$ cat src/include/tatc_cfg.svh
// register map, field positions and reset values of the converter trigger block
`ifndef TATC_CFG_SVH
`define TATC_CFG_SVH
`define TATC_ADDR_CTRL      12'h000
`define TATC_ADDR_CYC_A     12'h004
`define TATC_ADDR_CYC_B     12'h008
`define TATC_ADDR_BUF_A     12'h00c
`define TATC_ADDR_BUF_B     12'h010
`define TATC_ADDR_CLR_EN    12'h014
`define TATC_ADDR_STATUS    12'h018
`define TATC_CTRL_WMASK     16'hc0ff
`define TATC_CLR_WMASK      16'h0007
`define TATC_CYC_RESET      16'hffff
`define TATC_CTRL_RESET     16'h0000
`define TATC_CLR_RESET      16'h0000
`define TATC_BIT_XFER_HI    15
`define TATC_BIT_XFER_LO    14
`define TATC_BIT_UP_A       7
`define TATC_BIT_DN_A       6
`define TATC_BIT_UP_B       5
`define TATC_BIT_DN_B       4
`define TATC_BIT_LK_A3      3
`define TATC_BIT_LK_A4      2
`define TATC_BIT_LK_B3      1
`define TATC_BIT_LK_B4      0
`define TATC_BIT_CLR_CH1B   2
`define TATC_BIT_CLR_CH2A   1
`define TATC_BIT_CLR_CH2B   0
`endif

$ cat src/include/tatc_pkg.sv
// types shared by the converter trigger block
package tatc_pkg;
    typedef enum logic [1:0]
    {
        TATC_XFER_NONE   = 2'h0,
        TATC_XFER_CREST  = 2'h1,
        TATC_XFER_TROUGH = 2'h2,
        TATC_XFER_BOTH   = 2'h3
    } tatc_xfer_type;
endpackage : tatc_pkg

$ cat src/hw/tatc_trig_chan.sv
// one converter trigger path: compare, direction gate, skip link, pulse
`timescale 1ns/1ps
`default_nettype none
module tatc_trig_chan #(
    parameter int WIDTH = 16
) (
    // clock and reset
    input  wire logic             clk_in,
    input  wire logic             srst_in,
    // counter state
    input  wire logic [WIDTH-1:0] count_in,
    input  wire logic             count_tick_in,
    input  wire logic             count_down_in,
    input  wire logic [WIDTH-1:0] cycle_in,
    // gating
    input  wire logic             up_en_in,
    input  wire logic             down_en_in,
    input  wire logic             link3_en_in,
    input  wire logic             link4_en_in,
    input  wire logic             skip3_in,
    input  wire logic             skip4_in,
    // trigger pulse
    output logic                  trig_out
);
    logic match;
    logic dir_ok;
    logic link_ok;
    logic trig_reg;
    logic trig_next;

    // a match counts only on the tick that lands on the value, so one pulse per match
    assign match     = count_tick_in && (count_in == cycle_in);
    assign dir_ok    = count_down_in ? down_en_in : up_en_in;
    // a linked trigger fires only in a period whose interrupt is not skipped
    assign link_ok   = !(link3_en_in && skip3_in) && !(link4_en_in && skip4_in);
    assign trig_next = match && dir_ok && link_ok;

    // single-cycle pulse toward the converter
    always_ff @(posedge clk_in)
    begin
        if (srst_in)
            trig_reg <= 1'b0;
        else
            trig_reg <= trig_next;
    end
    assign trig_out = trig_reg;

    AST_TRIG_PULSE: assert property (@(posedge clk_in) disable iff (srst_in)
        trig_out |=> !trig_out) else $error("trigger lasted over one cycle");
    AST_TRIG_CAUSE: assert property (@(posedge clk_in) disable iff (srst_in)
        trig_out |-> $past(match) && $past(dir_ok)) else $error("trigger without gated match");
endmodule : tatc_trig_chan
`default_nettype wire

$ cat src/hw/tatc_top.sv
// converter start trigger control for timer channel 4, with counter-clear enables
//
// The register addresses and the APB register port are this design's own decisions.
`timescale 1ns/1ps
`default_nettype none
`include "tatc_cfg.svh"
module tatc_top #(
    parameter int WIDTH = 16
) (
    // clock and reset
    input  wire logic             clk_in,
    input  wire logic             srst_in,
    // apb slave
    input  wire logic             psel_in,
    input  wire logic             penable_in,
    input  wire logic             pwrite_in,
    input  wire logic [11:0]      paddr_in,
    input  wire logic [31:0]      pwdata_in,
    input  wire logic [3:0]       pstrb_in,
    output logic                  pready_out,
    output logic [31:0]           prdata_out,
    output logic                  pslverr_out,
    // timer channel 3 and 4 state, same clock domain
    input  wire logic [WIDTH-1:0] ch4_counter_in,
    input  wire logic             ch4_count_tick_in,
    input  wire logic             ch4_count_down_in,
    input  wire logic             ch4_crest_in,
    input  wire logic             ch4_trough_in,
    input  wire logic             ch3_compare_a_irq_skip_in,
    input  wire logic             ch4_overflow_irq_skip_in,
    // compare flag set events from channels 1 and 2
    input  wire logic             ch1_compare_flag_b_set_in,
    input  wire logic             ch2_compare_flag_a_set_in,
    input  wire logic             ch2_compare_flag_b_set_in,
    // outputs
    output logic                  conv_trigger_a_out,
    output logic                  conv_trigger_b_out,
    output logic                  counter_clear_out
);
    logic [15:0]      adc_trigger_control_reg;
    logic [2:0]       clr_en_reg;
    logic [WIDTH-1:0] trig_cycle_a_reg;
    logic [WIDTH-1:0] trig_cycle_b_reg;
    logic [WIDTH-1:0] trig_cycle_buf_a_reg;
    logic [WIDTH-1:0] trig_cycle_buf_b_reg;
    logic             pready_reg;
    logic [31:0]      prdata_reg;
    logic             pslverr_reg;
    logic             clear_reg;
    logic             clear_next;
    logic [1:0]       trig_seen_reg;
    logic [1:0]       trig_seen_next;
    logic             trig_a;
    logic             trig_b;
    logic             setup;
    logic             wr;
    logic             rd;
    logic             mapped;
    logic             wr_ctrl;
    logic             wr_clr;
    logic             wr_buf_a;
    logic             wr_buf_b;
    logic             wr_cyc_a;
    logic             wr_cyc_b;
    logic             full_strobe;
    logic             xfer;
    logic [31:0]      rd_data;
    logic [15:0]      wdata16;
    tatc_pkg::tatc_xfer_type xfer_sel;

    // address match, used for every register
    function automatic logic hit(input logic [11:0] addr, input logic [11:0] reg_addr);
        hit = (addr == reg_addr);
    endfunction : hit

    // apb decode; answer in the setup cycle's following access cycle, no wait states
    assign setup       = psel_in && !penable_in;
    assign wr          = psel_in && penable_in && pwrite_in && pready_reg;
    assign rd          = setup && !pwrite_in;
    assign wdata16     = pwdata_in[15:0];
    // narrow writes are refused, except the status clear, so a byte write never splits a 16-bit value
    assign full_strobe = (pstrb_in[1:0] == 2'h3);
    assign mapped      = hit(paddr_in, `TATC_ADDR_CTRL) || hit(paddr_in, `TATC_ADDR_CYC_A)
                      || hit(paddr_in, `TATC_ADDR_CYC_B) || hit(paddr_in, `TATC_ADDR_BUF_A)
                      || hit(paddr_in, `TATC_ADDR_BUF_B) || hit(paddr_in, `TATC_ADDR_CLR_EN)
                      || hit(paddr_in, `TATC_ADDR_STATUS);
    assign wr_ctrl     = wr && full_strobe && hit(paddr_in, `TATC_ADDR_CTRL);
    assign wr_clr      = wr && full_strobe && hit(paddr_in, `TATC_ADDR_CLR_EN);
    assign wr_buf_a    = wr && full_strobe && hit(paddr_in, `TATC_ADDR_BUF_A);
    assign wr_buf_b    = wr && full_strobe && hit(paddr_in, `TATC_ADDR_BUF_B);
    assign wr_cyc_a    = wr && full_strobe && hit(paddr_in, `TATC_ADDR_CYC_A);
    assign wr_cyc_b    = wr && full_strobe && hit(paddr_in, `TATC_ADDR_CYC_B);

    // read mux; reserved and upper bits read zero
    assign rd_data = hit(paddr_in, `TATC_ADDR_CTRL)   ? {16'h0000, adc_trigger_control_reg}
                   : hit(paddr_in, `TATC_ADDR_CYC_A)  ? {16'h0000, trig_cycle_a_reg}
                   : hit(paddr_in, `TATC_ADDR_CYC_B)  ? {16'h0000, trig_cycle_b_reg}
                   : hit(paddr_in, `TATC_ADDR_BUF_A)  ? {16'h0000, trig_cycle_buf_a_reg}
                   : hit(paddr_in, `TATC_ADDR_BUF_B)  ? {16'h0000, trig_cycle_buf_b_reg}
                   : hit(paddr_in, `TATC_ADDR_CLR_EN) ? {29'h0000000, clr_en_reg}
                   : hit(paddr_in, `TATC_ADDR_STATUS) ? {29'h0000000, clear_reg, trig_seen_reg}
                   : 32'h00000000;

    // buffer to active copy point
    assign xfer_sel = tatc_pkg::tatc_xfer_type'(adc_trigger_control_reg[`TATC_BIT_XFER_HI:`TATC_BIT_XFER_LO]);
    assign xfer     = ((xfer_sel == tatc_pkg::TATC_XFER_CREST  || xfer_sel == tatc_pkg::TATC_XFER_BOTH)
                       && ch4_crest_in)
                   || ((xfer_sel == tatc_pkg::TATC_XFER_TROUGH || xfer_sel == tatc_pkg::TATC_XFER_BOTH)
                       && ch4_trough_in);

    // counter clear request from enabled flag events
    assign clear_next = (clr_en_reg[`TATC_BIT_CLR_CH1B] && ch1_compare_flag_b_set_in)
                     || (clr_en_reg[`TATC_BIT_CLR_CH2A] && ch2_compare_flag_a_set_in)
                     || (clr_en_reg[`TATC_BIT_CLR_CH2B] && ch2_compare_flag_b_set_in);

    // sticky trigger-seen status; a new trigger wins over a clearing write
    assign trig_seen_next = (wr && hit(paddr_in, `TATC_ADDR_STATUS)
                             ? trig_seen_reg & ~pwdata_in[1:0] : trig_seen_reg)
                          | {trig_b, trig_a};

    // apb handshake registers
    always_ff @(posedge clk_in)
    begin
        if (srst_in)
        begin
            pready_reg  <= 1'b0;
            prdata_reg  <= 32'h00000000;
            pslverr_reg <= 1'b0;
        end
        else
        begin
            pready_reg  <= setup;
            prdata_reg  <= rd ? rd_data : prdata_reg;
            pslverr_reg <= setup && (!mapped || (pwrite_in && !full_strobe));
        end
    end

    // control and clear-enable registers
    always_ff @(posedge clk_in)
    begin
        if (srst_in)
        begin
            adc_trigger_control_reg <= `TATC_CTRL_RESET;
            clr_en_reg              <= 3'(`TATC_CLR_RESET);
        end
        else
        begin
            if (wr_ctrl)
                adc_trigger_control_reg <= wdata16 & `TATC_CTRL_WMASK;
            if (wr_clr)
                clr_en_reg <= 3'(wdata16 & `TATC_CLR_WMASK);
        end
    end

    // cycle buffers and active cycle values
    always_ff @(posedge clk_in)
    begin
        if (srst_in)
        begin
            trig_cycle_buf_a_reg <= WIDTH'(`TATC_CYC_RESET);
            trig_cycle_buf_b_reg <= WIDTH'(`TATC_CYC_RESET);
            trig_cycle_a_reg     <= WIDTH'(`TATC_CYC_RESET);
            trig_cycle_b_reg     <= WIDTH'(`TATC_CYC_RESET);
        end
        else
        begin
            if (wr_buf_a)
                trig_cycle_buf_a_reg <= WIDTH'(wdata16);
            if (wr_buf_b)
                trig_cycle_buf_b_reg <= WIDTH'(wdata16);
            // the copy takes priority over a direct write in the same cycle
            if (xfer)
            begin
                trig_cycle_a_reg <= trig_cycle_buf_a_reg;
                trig_cycle_b_reg <= trig_cycle_buf_b_reg;
            end
            else
            begin
                if (wr_cyc_a)
                    trig_cycle_a_reg <= WIDTH'(wdata16);
                if (wr_cyc_b)
                    trig_cycle_b_reg <= WIDTH'(wdata16);
            end
        end
    end

    // status and clear output
    always_ff @(posedge clk_in)
    begin
        if (srst_in)
        begin
            clear_reg     <= 1'b0;
            trig_seen_reg <= 2'h0;
        end
        else
        begin
            clear_reg     <= clear_next;
            trig_seen_reg <= trig_seen_next;
        end
    end

    // trigger path A
    tatc_trig_chan #(
        .WIDTH(WIDTH)
    ) u_trig_a (
        .clk_in       (clk_in),
        .srst_in      (srst_in),
        .count_in     (ch4_counter_in),
        .count_tick_in(ch4_count_tick_in),
        .count_down_in(ch4_count_down_in),
        .cycle_in     (trig_cycle_a_reg),
        .up_en_in     (adc_trigger_control_reg[`TATC_BIT_UP_A]),
        .down_en_in   (adc_trigger_control_reg[`TATC_BIT_DN_A]),
        .link3_en_in  (adc_trigger_control_reg[`TATC_BIT_LK_A3]),
        .link4_en_in  (adc_trigger_control_reg[`TATC_BIT_LK_A4]),
        .skip3_in     (ch3_compare_a_irq_skip_in),
        .skip4_in     (ch4_overflow_irq_skip_in),
        .trig_out     (trig_a)
    );

    // trigger path B
    tatc_trig_chan #(
        .WIDTH(WIDTH)
    ) u_trig_b (
        .clk_in       (clk_in),
        .srst_in      (srst_in),
        .count_in     (ch4_counter_in),
        .count_tick_in(ch4_count_tick_in),
        .count_down_in(ch4_count_down_in),
        .cycle_in     (trig_cycle_b_reg),
        .up_en_in     (adc_trigger_control_reg[`TATC_BIT_UP_B]),
        .down_en_in   (adc_trigger_control_reg[`TATC_BIT_DN_B]),
        .link3_en_in  (adc_trigger_control_reg[`TATC_BIT_LK_B3]),
        .link4_en_in  (adc_trigger_control_reg[`TATC_BIT_LK_B4]),
        .skip3_in     (ch3_compare_a_irq_skip_in),
        .skip4_in     (ch4_overflow_irq_skip_in),
        .trig_out     (trig_b)
    );

    // outputs, all from flip-flops
    assign pready_out         = pready_reg;
    assign prdata_out         = prdata_reg;
    assign pslverr_out        = pslverr_reg;
    assign conv_trigger_a_out = trig_a;
    assign conv_trigger_b_out = trig_b;
    assign counter_clear_out  = clear_reg;

    AST_CLR_CH1B: assert property (@(posedge clk_in) disable iff (srst_in)
        ch1_compare_flag_b_set_in && clr_en_reg[`TATC_BIT_CLR_CH1B] |=> counter_clear_out)
        else $error("enabled channel 1 flag B did not clear");
    AST_CLR_CH2A: assert property (@(posedge clk_in) disable iff (srst_in)
        ch2_compare_flag_a_set_in && clr_en_reg[`TATC_BIT_CLR_CH2A] |=> counter_clear_out)
        else $error("enabled channel 2 flag A did not clear");
    AST_CLR_CH2B: assert property (@(posedge clk_in) disable iff (srst_in)
        ch2_compare_flag_b_set_in && clr_en_reg[`TATC_BIT_CLR_CH2B] |=> counter_clear_out)
        else $error("enabled channel 2 flag B did not clear");
    AST_CLR_CAUSE: assert property (@(posedge clk_in) disable iff (srst_in)
        counter_clear_out |-> $past(clear_next)) else $error("clear without enabled flag");
    AST_CTRL_WRITE: assert property (@(posedge clk_in) disable iff (srst_in)
        wr_ctrl |=> adc_trigger_control_reg == ($past(wdata16) & `TATC_CTRL_WMASK))
        else $error("control write not stored");
    AST_RSVD_ZERO: assert property (@(posedge clk_in) disable iff (srst_in)
        adc_trigger_control_reg[13:8] == 6'h00) else $error("reserved control bits set");
    AST_XFER_CREST: assert property (@(posedge clk_in) disable iff (srst_in)
        xfer_sel == tatc_pkg::TATC_XFER_CREST && ch4_crest_in
        |=> trig_cycle_a_reg == $past(trig_cycle_buf_a_reg)) else $error("crest copy missed");
    AST_XFER_NONE: assert property (@(posedge clk_in) disable iff (srst_in)
        xfer_sel == tatc_pkg::TATC_XFER_NONE && !wr_cyc_a |=> $stable(trig_cycle_a_reg))
        else $error("copy happened with timing none");
    AST_UP_GATE_A: assert property (@(posedge clk_in) disable iff (srst_in)
        ch4_count_tick_in && !ch4_count_down_in && !adc_trigger_control_reg[`TATC_BIT_UP_A]
        |=> !conv_trigger_a_out) else $error("trigger A while up count disabled");
    AST_SKIP_B: assert property (@(posedge clk_in) disable iff (srst_in)
        adc_trigger_control_reg[`TATC_BIT_LK_B4] && ch4_overflow_irq_skip_in
        |=> !conv_trigger_b_out) else $error("trigger B in skipped period");

    COV_TRIG_A: cover property (@(posedge clk_in) disable iff (srst_in) conv_trigger_a_out);
    COV_TRIG_B: cover property (@(posedge clk_in) disable iff (srst_in) conv_trigger_b_out);
    COV_XFER: cover property (@(posedge clk_in) disable iff (srst_in) xfer);
    COV_CLEAR: cover property (@(posedge clk_in) disable iff (srst_in) counter_clear_out);
endmodule : tatc_top
`default_nettype wire

$ cat config.mk
export PLATFORM = sky130hd
export DESIGN_NAME = tatc_top
export DESIGN_NICKNAME = d
export VERILOG_FILES = /design/src/include/tatc_pkg.sv /design/src/hw/tatc_trig_chan.sv /design/src/hw/tatc_top.sv
export VERILOG_INCLUDE_DIRS = /design/src /design/src/include
export SDC_FILE = /design/constraint.sdc
export NUM_CORES = 1
export LEC_CHECK = 0
export BUFFER_PORTS_ARGS = -buffer_cell sky130_fd_sc_hd__buf_2
export CAP_MARGIN = 40
export CORE_UTILIZATION = 50
export CTS_BUF_LIST = sky130_fd_sc_hd__clkbuf_8
export DETAILED_ROUTE_END_ITERATION = 8
export GPL_ROUTABILITY_DRIVEN = 0
export GPL_TIMING_DRIVEN = 0
export PLACE_DENSITY = 0.78
export SETUP_SLACK_MARGIN = 0.1
export SLEW_MARGIN = 20
export SYNTH_ARGS = -nofsm -noshare
export SYNTH_HDL_FRONTEND = slang
export SYNTH_SLANG_ARGS = --single-unit
$ cat constraint.sdc
create_clock -name clk_in -period 3.41 [get_ports clk_in]
set_clock_uncertainty 0.1 [all_clocks]
set_input_delay 1.023 -clock clk_in [delete_from_list [all_inputs] [get_ports clk_in]]
set_output_delay 1.023 -clock clk_in [all_outputs]
set_load 0.02 [all_outputs]
==> results of run 1 <==
==> worst max-delay path: stages <==
cell,delay (ns)
buf_2,0.13
clkbuf_1,0.25
nor4_1,0.38
nand4_1,0.15
nor2_1,0.33
clkbuf_2,0.39
clkbuf_1,0.55
a211o_1,0.22
==> cells in the mapped netlist (3+ instances only) <==
| cell | count |
|---|---|
| a211o_1 | 17 |
| a211oi_1 | 5 |
| a21o_1 | 26 |
| a21oi_1 | 24 |
| a221o_1 | 26 |
| a221oi_1 | 4 |
| a22oi_1 | 3 |
| a2bb2oi_1 | 7 |
| a32oi_1 | 3 |
| and3_1 | 11 |
| buf_1 | 3 |
| buf_4 | 16 |
| buf_6 | 3 |
| clkbuf_1 | 34 |
| dfxtp_1 | 100 |
| inv_1 | 5 |
| mux2i_1 | 9 |
| nand2_1 | 75 |
| nand2b_1 | 8 |
| nand3_1 | 21 |
| nand3b_1 | 17 |
| nand4_1 | 9 |
| nor2_1 | 49 |
| nor2b_1 | 21 |
| nor3_1 | 6 |
| nor4_1 | 7 |
| o21ai_0 | 9 |
| o21bai_1 | 5 |
| o41ai_1 | 6 |
| or2_2 | 4 |
| or3_1 | 5 |
| xnor2_1 | 27 |
| xor2_1 | 6 |
==> placed cells by master (no fill, tap or decap), types with 4 or more instances in the layout <==
cell and n:
nor4_1 6, xor2_1 6, a21oi_1 24, a221o_1 26
nand3b_1 17, a211o_1 17, a221oi_1 4, nand4_1 9
nor2_1 49, o41ai_1 6, conb_1 16, buf_2 82
or2_2 4, a21o_1 26, clkbuf_8 9, nor3_1 6
xnor2_1 27, clkbuf_1 33, nor2b_1 21, or3_1 5
a2bb2oi_1 7, buf_4 16, inv_1 5, nand2b_1 8
nand3_1 21, dfxtp_1 100, and3_1 11, o21bai_1 5
mux2i_1 9, a211oi_1 5, o21ai_0 9, nand2_1 75
clkinvlp_4 4
==> power groups by stage <==
stage | combinational [mW] | clock, mW | sequential [mW]
after floorplan | 0.128 | 0 | 1.20
after detailed placement | 0.232 | 0 | 1.20
after global placement | 0.228 | 0 | 1.20
final | 0.240 | 0.658 | 1.17
after global routing | 0.257 | 0.701 | 1.17
after CTS | 0.233 | 0.657 | 1.17
==> layout make-up <==
| cell class | count | area (sq um) |
|---|---|---|
| Sequential cell | 100 | 2000 |
| Tap cell | 133 | 166 |
| Timing Repair Buffer | 80 | 400 |
| Clock buffer | 9 | 124 |
| Buffer | 59 | 309 |
| Fill cell | 892 | 3930 |
| Clock inverter | 4 | 30.0 |
| Inverter | 5 | 18.8 |
| Multi-Input combinational cell | 459 | 2930 |
==> how the worst min path moves through the flow <==
stage / start / endpoint / slack (ns)
after global routing: prdata_out[12] / prdata_out[12] / 0.37
after floorplan: adc_trigger_control_reg[2] / adc_trigger_control_reg[2] / 0.34
final: prdata_out[12] / prdata_out[12] / 0.36
after global placement: prdata_out[14] / prdata_out[14] / 0.34
after CTS: prdata_out[12] / prdata_out[12] / 0.36
after detailed placement: prdata_out[11] / prdata_out[11] / 0.33
==> per-layer routing <==
metal	track usage [%]	wire, um	vias up
li1	-	-	2389
met1	38.3	6420	2369
met2	47.8	7370	386
met4	16.5	748	0
met3	8.87	2090	71
met5	0	0	-
==> per-stage QoR <==
step | utilization (%) | cell area (sq um) | setup slack [ns] | setup TNS, ns | instances
6_report | 60.4 | 5980 | 0.202 | 0 | 849
5_1_grt | 60.4 | 5980 | 0.122 | 0 | 849
4_1_cts | 60.2 | 5970 | 0.165 | 0 | 849
3_5_place_dp | 58.7 | 5810 | -0.428 | -6.32 | 836
3_3_place_gp | 58.6 | 5800 | -0.396 | -10.94 | 835
2_1_floorplan | - | 5240 | 0.377 | 0 | 623
==> kinds of logic (layout without fill, tap and decap cells) <==
family          after synthesis  in the layout  synth area share [%]
simple gates                245            245                  24.0
compound gates              154            154                  23.3
flops                       100            100                  38.6
buf+inv                      64            157                  6.30
xor+xnor                     33             33                  5.57
mux                          11             11                  2.17
other cells                   1             16                0.0723
==> results.json, run 1 <==
{
  "yosysSeqAreaShare_pct": 38.6,
  "drcViolationCount": 0,
  "final.min_clock_period_ns": 3.21,
  "yosysTopAreaCell": "dfxtp_1",
  "die-area_sq_um": 10800,
  "viasPerCell": 6.14,
  "worst-path-max-fanout": 10,
  "floorplan.initialDensity_pct": 52.3,
  "cap_viol_max_count": 0,
  "nets": 792,
  "yosys_most_used_dff": "dfxtp_1",
  "postSynth.asyncResetShare_pct": 0,
  "dr.pass1.iters": 6,
  "grt_pass1_wl_mm": 25.7,
  "hpwlAfterDp_mm": 12.3,
  "clockPowerShare_pct": 31.8,
  "synth-seq-cells": 100,
  "r2r_cells": 6,
  "drtIter0Drc": 556,
  "syn-instance-count": 608,
  "die_w_um": 104,
  "switching_power_mw": 0.555,
  "leakagePower_nw": 2.42,
  "ys_warn_count": 0,
  "max_slew_margin_pct": 30.0,
  "synth.avg_cell_area_sq_um": 8.53,
  "wl_per_cell_um": 19.6,
  "port-buffer-count": 79,
  "drv_slew": 0,
  "worst_setup_path_endpoint": "trig_cycle_buf_b_reg[9]",
  "grt_pass1_vias": 4905,
  "ios": 115,
  "cts_tree": "yes",
  "grt_max_degree": 16,
  "synth.top_cell.area_share_pct": 38.6,
  "hold_viol_final": 0,
  "core-area_sq_um": 9910,
  "hold_path.class": "flop to flop",
  "cts_buffers": 9,
  "synth_cell_types": 59,
  "cts_setup_buffers": 0,
  "worst-r2r-setup-slack_ns": 0.86,
  "num_antenna_cells": 0,
  "drive_gt1_share_pct": 18.3,
  "cts.sinks": 100,
  "crit_required_ns": 3.62,
  "p_per_area_nw_per_um2": 346,
  "r2r-start": "pready_out",
  "fmax_mhz": 312,
  "detail-route-antenna-nets": 0,
  "area_delta_synth_final_pct": 15.4,
  "yosys-top-cells-area": "dfxtp_1 39%, nand2_1 5.4%, a221o_1 5.0%",
  "internal_power_mw": 1.51,
  "p_comb_share_pct": 11.6,
  "clock_path_buffers": 2,
  "r2r_end": "trig_cycle_buf_b_reg[9]",
  "htree_levels": 3,
  "cts_hold_buf": 0,
  "grt_use_total_pct": 30.7,
  "gr-total-overflow": 0,
  "timing.final.crit_share_pct": 94.1,
  "swShare_pct": 26.8,
  "critPathArrivalTime_ns": 3.42,
  "vias": 5215,
  "power_frac_seq_pct": 56.6,
  "clock_latency_ns": 0.37,
  "die_y_um": 104,
  "worst_pin_slew_ns": 1.05,
  "routed_wl_mm": 16.6,
  "root_buffer": "clkbuf_8",
  "outcome": "finished clean",
  "rsz0062_at_grt": "false",
  "hold_depth": 2,
  "crit_type": "input port to flop",
  "start_kind": "input port",
  "power_mw": 2.07,
  "syn_area_sq_um": 5180,
  "ir_drop_mv": 0.216,
  "antenna_found_initial": 0,
  "clk_pin_slew_ns": 0.09,
  "finalSetupViolations": 0,
  "startpoint": "paddr_in[3]",
  "cts_repair_resize_count": 1,
  "endpoint_kind": "flop",
  "holdWs_ns": 0.361,
  "synth_edf_count": 0,
  "rows": 36
}
Note: power is estimated with default switching activity, not from simulation.
==> run 2: changes to the inputs <==
--- a/config.mk
+++ b/config.mk
@@ -6,14 +6,14 @@
 export SDC_FILE = /design/constraint.sdc
 export NUM_CORES = 1
 export LEC_CHECK = 0
-export BUFFER_PORTS_ARGS = -buffer_cell sky130_fd_sc_hd__buf_2
 export CAP_MARGIN = 40
 export CORE_UTILIZATION = 50
 export CTS_BUF_LIST = sky130_fd_sc_hd__clkbuf_8
 export DETAILED_ROUTE_END_ITERATION = 8
+export DONT_BUFFER_PORTS = 1
 export GPL_ROUTABILITY_DRIVEN = 0
 export GPL_TIMING_DRIVEN = 0
-export PLACE_DENSITY = 0.78
+export PLACE_DENSITY = 0.69
 export SETUP_SLACK_MARGIN = 0.1
 export SLEW_MARGIN = 20
 export SYNTH_ARGS = -nofsm -noshare
==> results.json, run 2 (synthesized netlist as in run 1, its figures left out) <==
{
  "hold_path.class": "flop to flop",
  "cts_hold_buf": 0,
  "clock_path_buffers": 2,
  "cts_buffers": 9,
  "crit_type": "input port to flop",
  "final_cell_mix": "100 x dfxtp_1, 75 x nand2_1, 49 x nor2_1",
  "num_antenna_cells": 0,
  "ios": 115,
  "p_per_area_nw_per_um2": 366,
  "leakagePower_nw": 2.09,
  "max_slew_margin_pct": 44.6,
  "hold_viol_final": 0,
  "crit_required_ns": 3.57,
  "drtIter0Drc": 462,
  "rows": 36,
  "setup_slack_ns": 0.193,
  "grt_pass1_vias": 4645,
  "detail-route-antenna-nets": 0,
  "grt_max_degree": 15,
  "grt_use_total_pct": 31.3,
  "routed_wl_mm": 17.0,
  "finalSetupViolations": 0,
  "root_buffer": "clkbuf_8",
  "rsz0062_at_grt": "false",
  "die_w_um": 104,
  "htree_levels": 3,
  "drcViolationCount": 0,
  "wl_per_cell_um": 22.1,
  "port-buffer-count": 0,
  "critPathArrivalTime_ns": 3.38,
  "area_delta_synth_final_pct": 7.89,
  "cts_repair_resize_count": 1,
  "die_y_um": 104,
  "instances_no_fill": 771,
  "final.min_clock_period_ns": 3.22,
  "outcome": "finished clean",
  "gr-total-overflow": 0,
  "nets": 714,
  "core-area_sq_um": 9910,
  "hpwlAfterDp_mm": 12.6,
  "worst-path-max-fanout": 10,
  "grt_pass1_wl_mm": 25.6,
  "tns_ns": 0,
  "layout_commonest_cell": "dfxtp_1",
  "ir_drop_mv": 0.161,
  "dp.cells": 757,
  "endpoint_kind": "flop",
  "viasPerCell": 6.30,
  "vias": 4854,
  "cts_tree": "yes",
  "cts_setup_buffers": 0,
  "final_util_pct": 56.5,
  "start_kind": "input port",
  "dp_slack_ns": -0.297,
  "cts.sinks": 100,
  "nFillCells": 902,
  "drv_slew": 0,
  "cap_viol_max_count": 0,
  "timing.final.crit_share_pct": 94.3,
  "dr.pass1.iters": 7,
  "worst_pin_slew_ns": 0.828,
  "antenna_found_initial": 0,
  "clock_latency_ns": 0.38,
  "holdWs_ns": 0.370,
  "floorplan.initialDensity_pct": 52.3,
  "drive_gt1_share_pct": 8.15,
  "fmax_mhz": 311,
  "die-area_sq_um": 10800,
  "clk_pin_slew_ns": 0.10
}
-- run 2: cell types whose count changed in the layout (fill, tap and decap cells not counted), sizes merged --
cell / change
buf: -79
clkinv: +1
clkinvlp: -3
clkbuf: +3
-- run 2: routing by layer --
layer / global-route usage (%) / wire (um)
met1: 36.7 / 6630
met2: 50.2 / 7660
met3: 11.2 / 2180
met4: 15.9 / 565
met5: 0 / 0
-- run 2: layout make-up --
| cell class | instances | area (sq um) | share of cell area, % |
|---|---|---|---|
| buffer | 59 | 309 | 5.52 |
| clock buffer | 11 | 151 | 2.71 |
| clock inverter | 2 | 12.5 | 0.224 |
| inverter | 5 | 18.8 | 0.335 |
| multi-input combinational | 459 | 2920 | 52.2 |
| sequential | 100 | 2000 | 35.8 |
| tap | 133 | 166 | 2.97 |
| timing repair buffer | 2 | 15.0 | 0.268 |
-- run 2: final timing paths --
check / slack (ns) / cells after the start / to / startpoint
worst max register to register: 0.76 / 6 / trig_cycle_buf_b_reg[9] / pready_out
worst min-delay path: 0.37 / 2 / adc_trigger_control_reg[2] / adc_trigger_control_reg[2]
worst max-delay path: 0.19 / 7 / trig_cycle_buf_a_reg[11] / paddr_in[9]
worst min register to register: 0.37 / 2 / adc_trigger_control_reg[2] / adc_trigger_control_reg[2]
-- run 2: power breakdown --
part | switching [mW] | internal (mW) | leakage, nW
Combinational | 0.102 | 0.0659 | 1.20
Sequential | 0.00664 | 1.17 | 0.809
Clock | 0.407 | 0.293 | 0.0831
-- run 2: metrics by stage --
stage | area [sq um] | total power, mW
floorplan | 5240 | 1.33
global placement | 5410 | 1.37
detailed placement | 5420 | 1.37
CTS | 5590 | 2.04
global route | 5590 | 2.10
finish | 5590 | 2.04
-- run 2: worst max-delay path, cell delays in order --
cell      delay, ns
or4_4          0.51
buf_6          0.15
nor3_2         0.58
nand3_1        0.48
clkbuf_1       0.40
nand2_1        0.15
nand3b_1       0.08
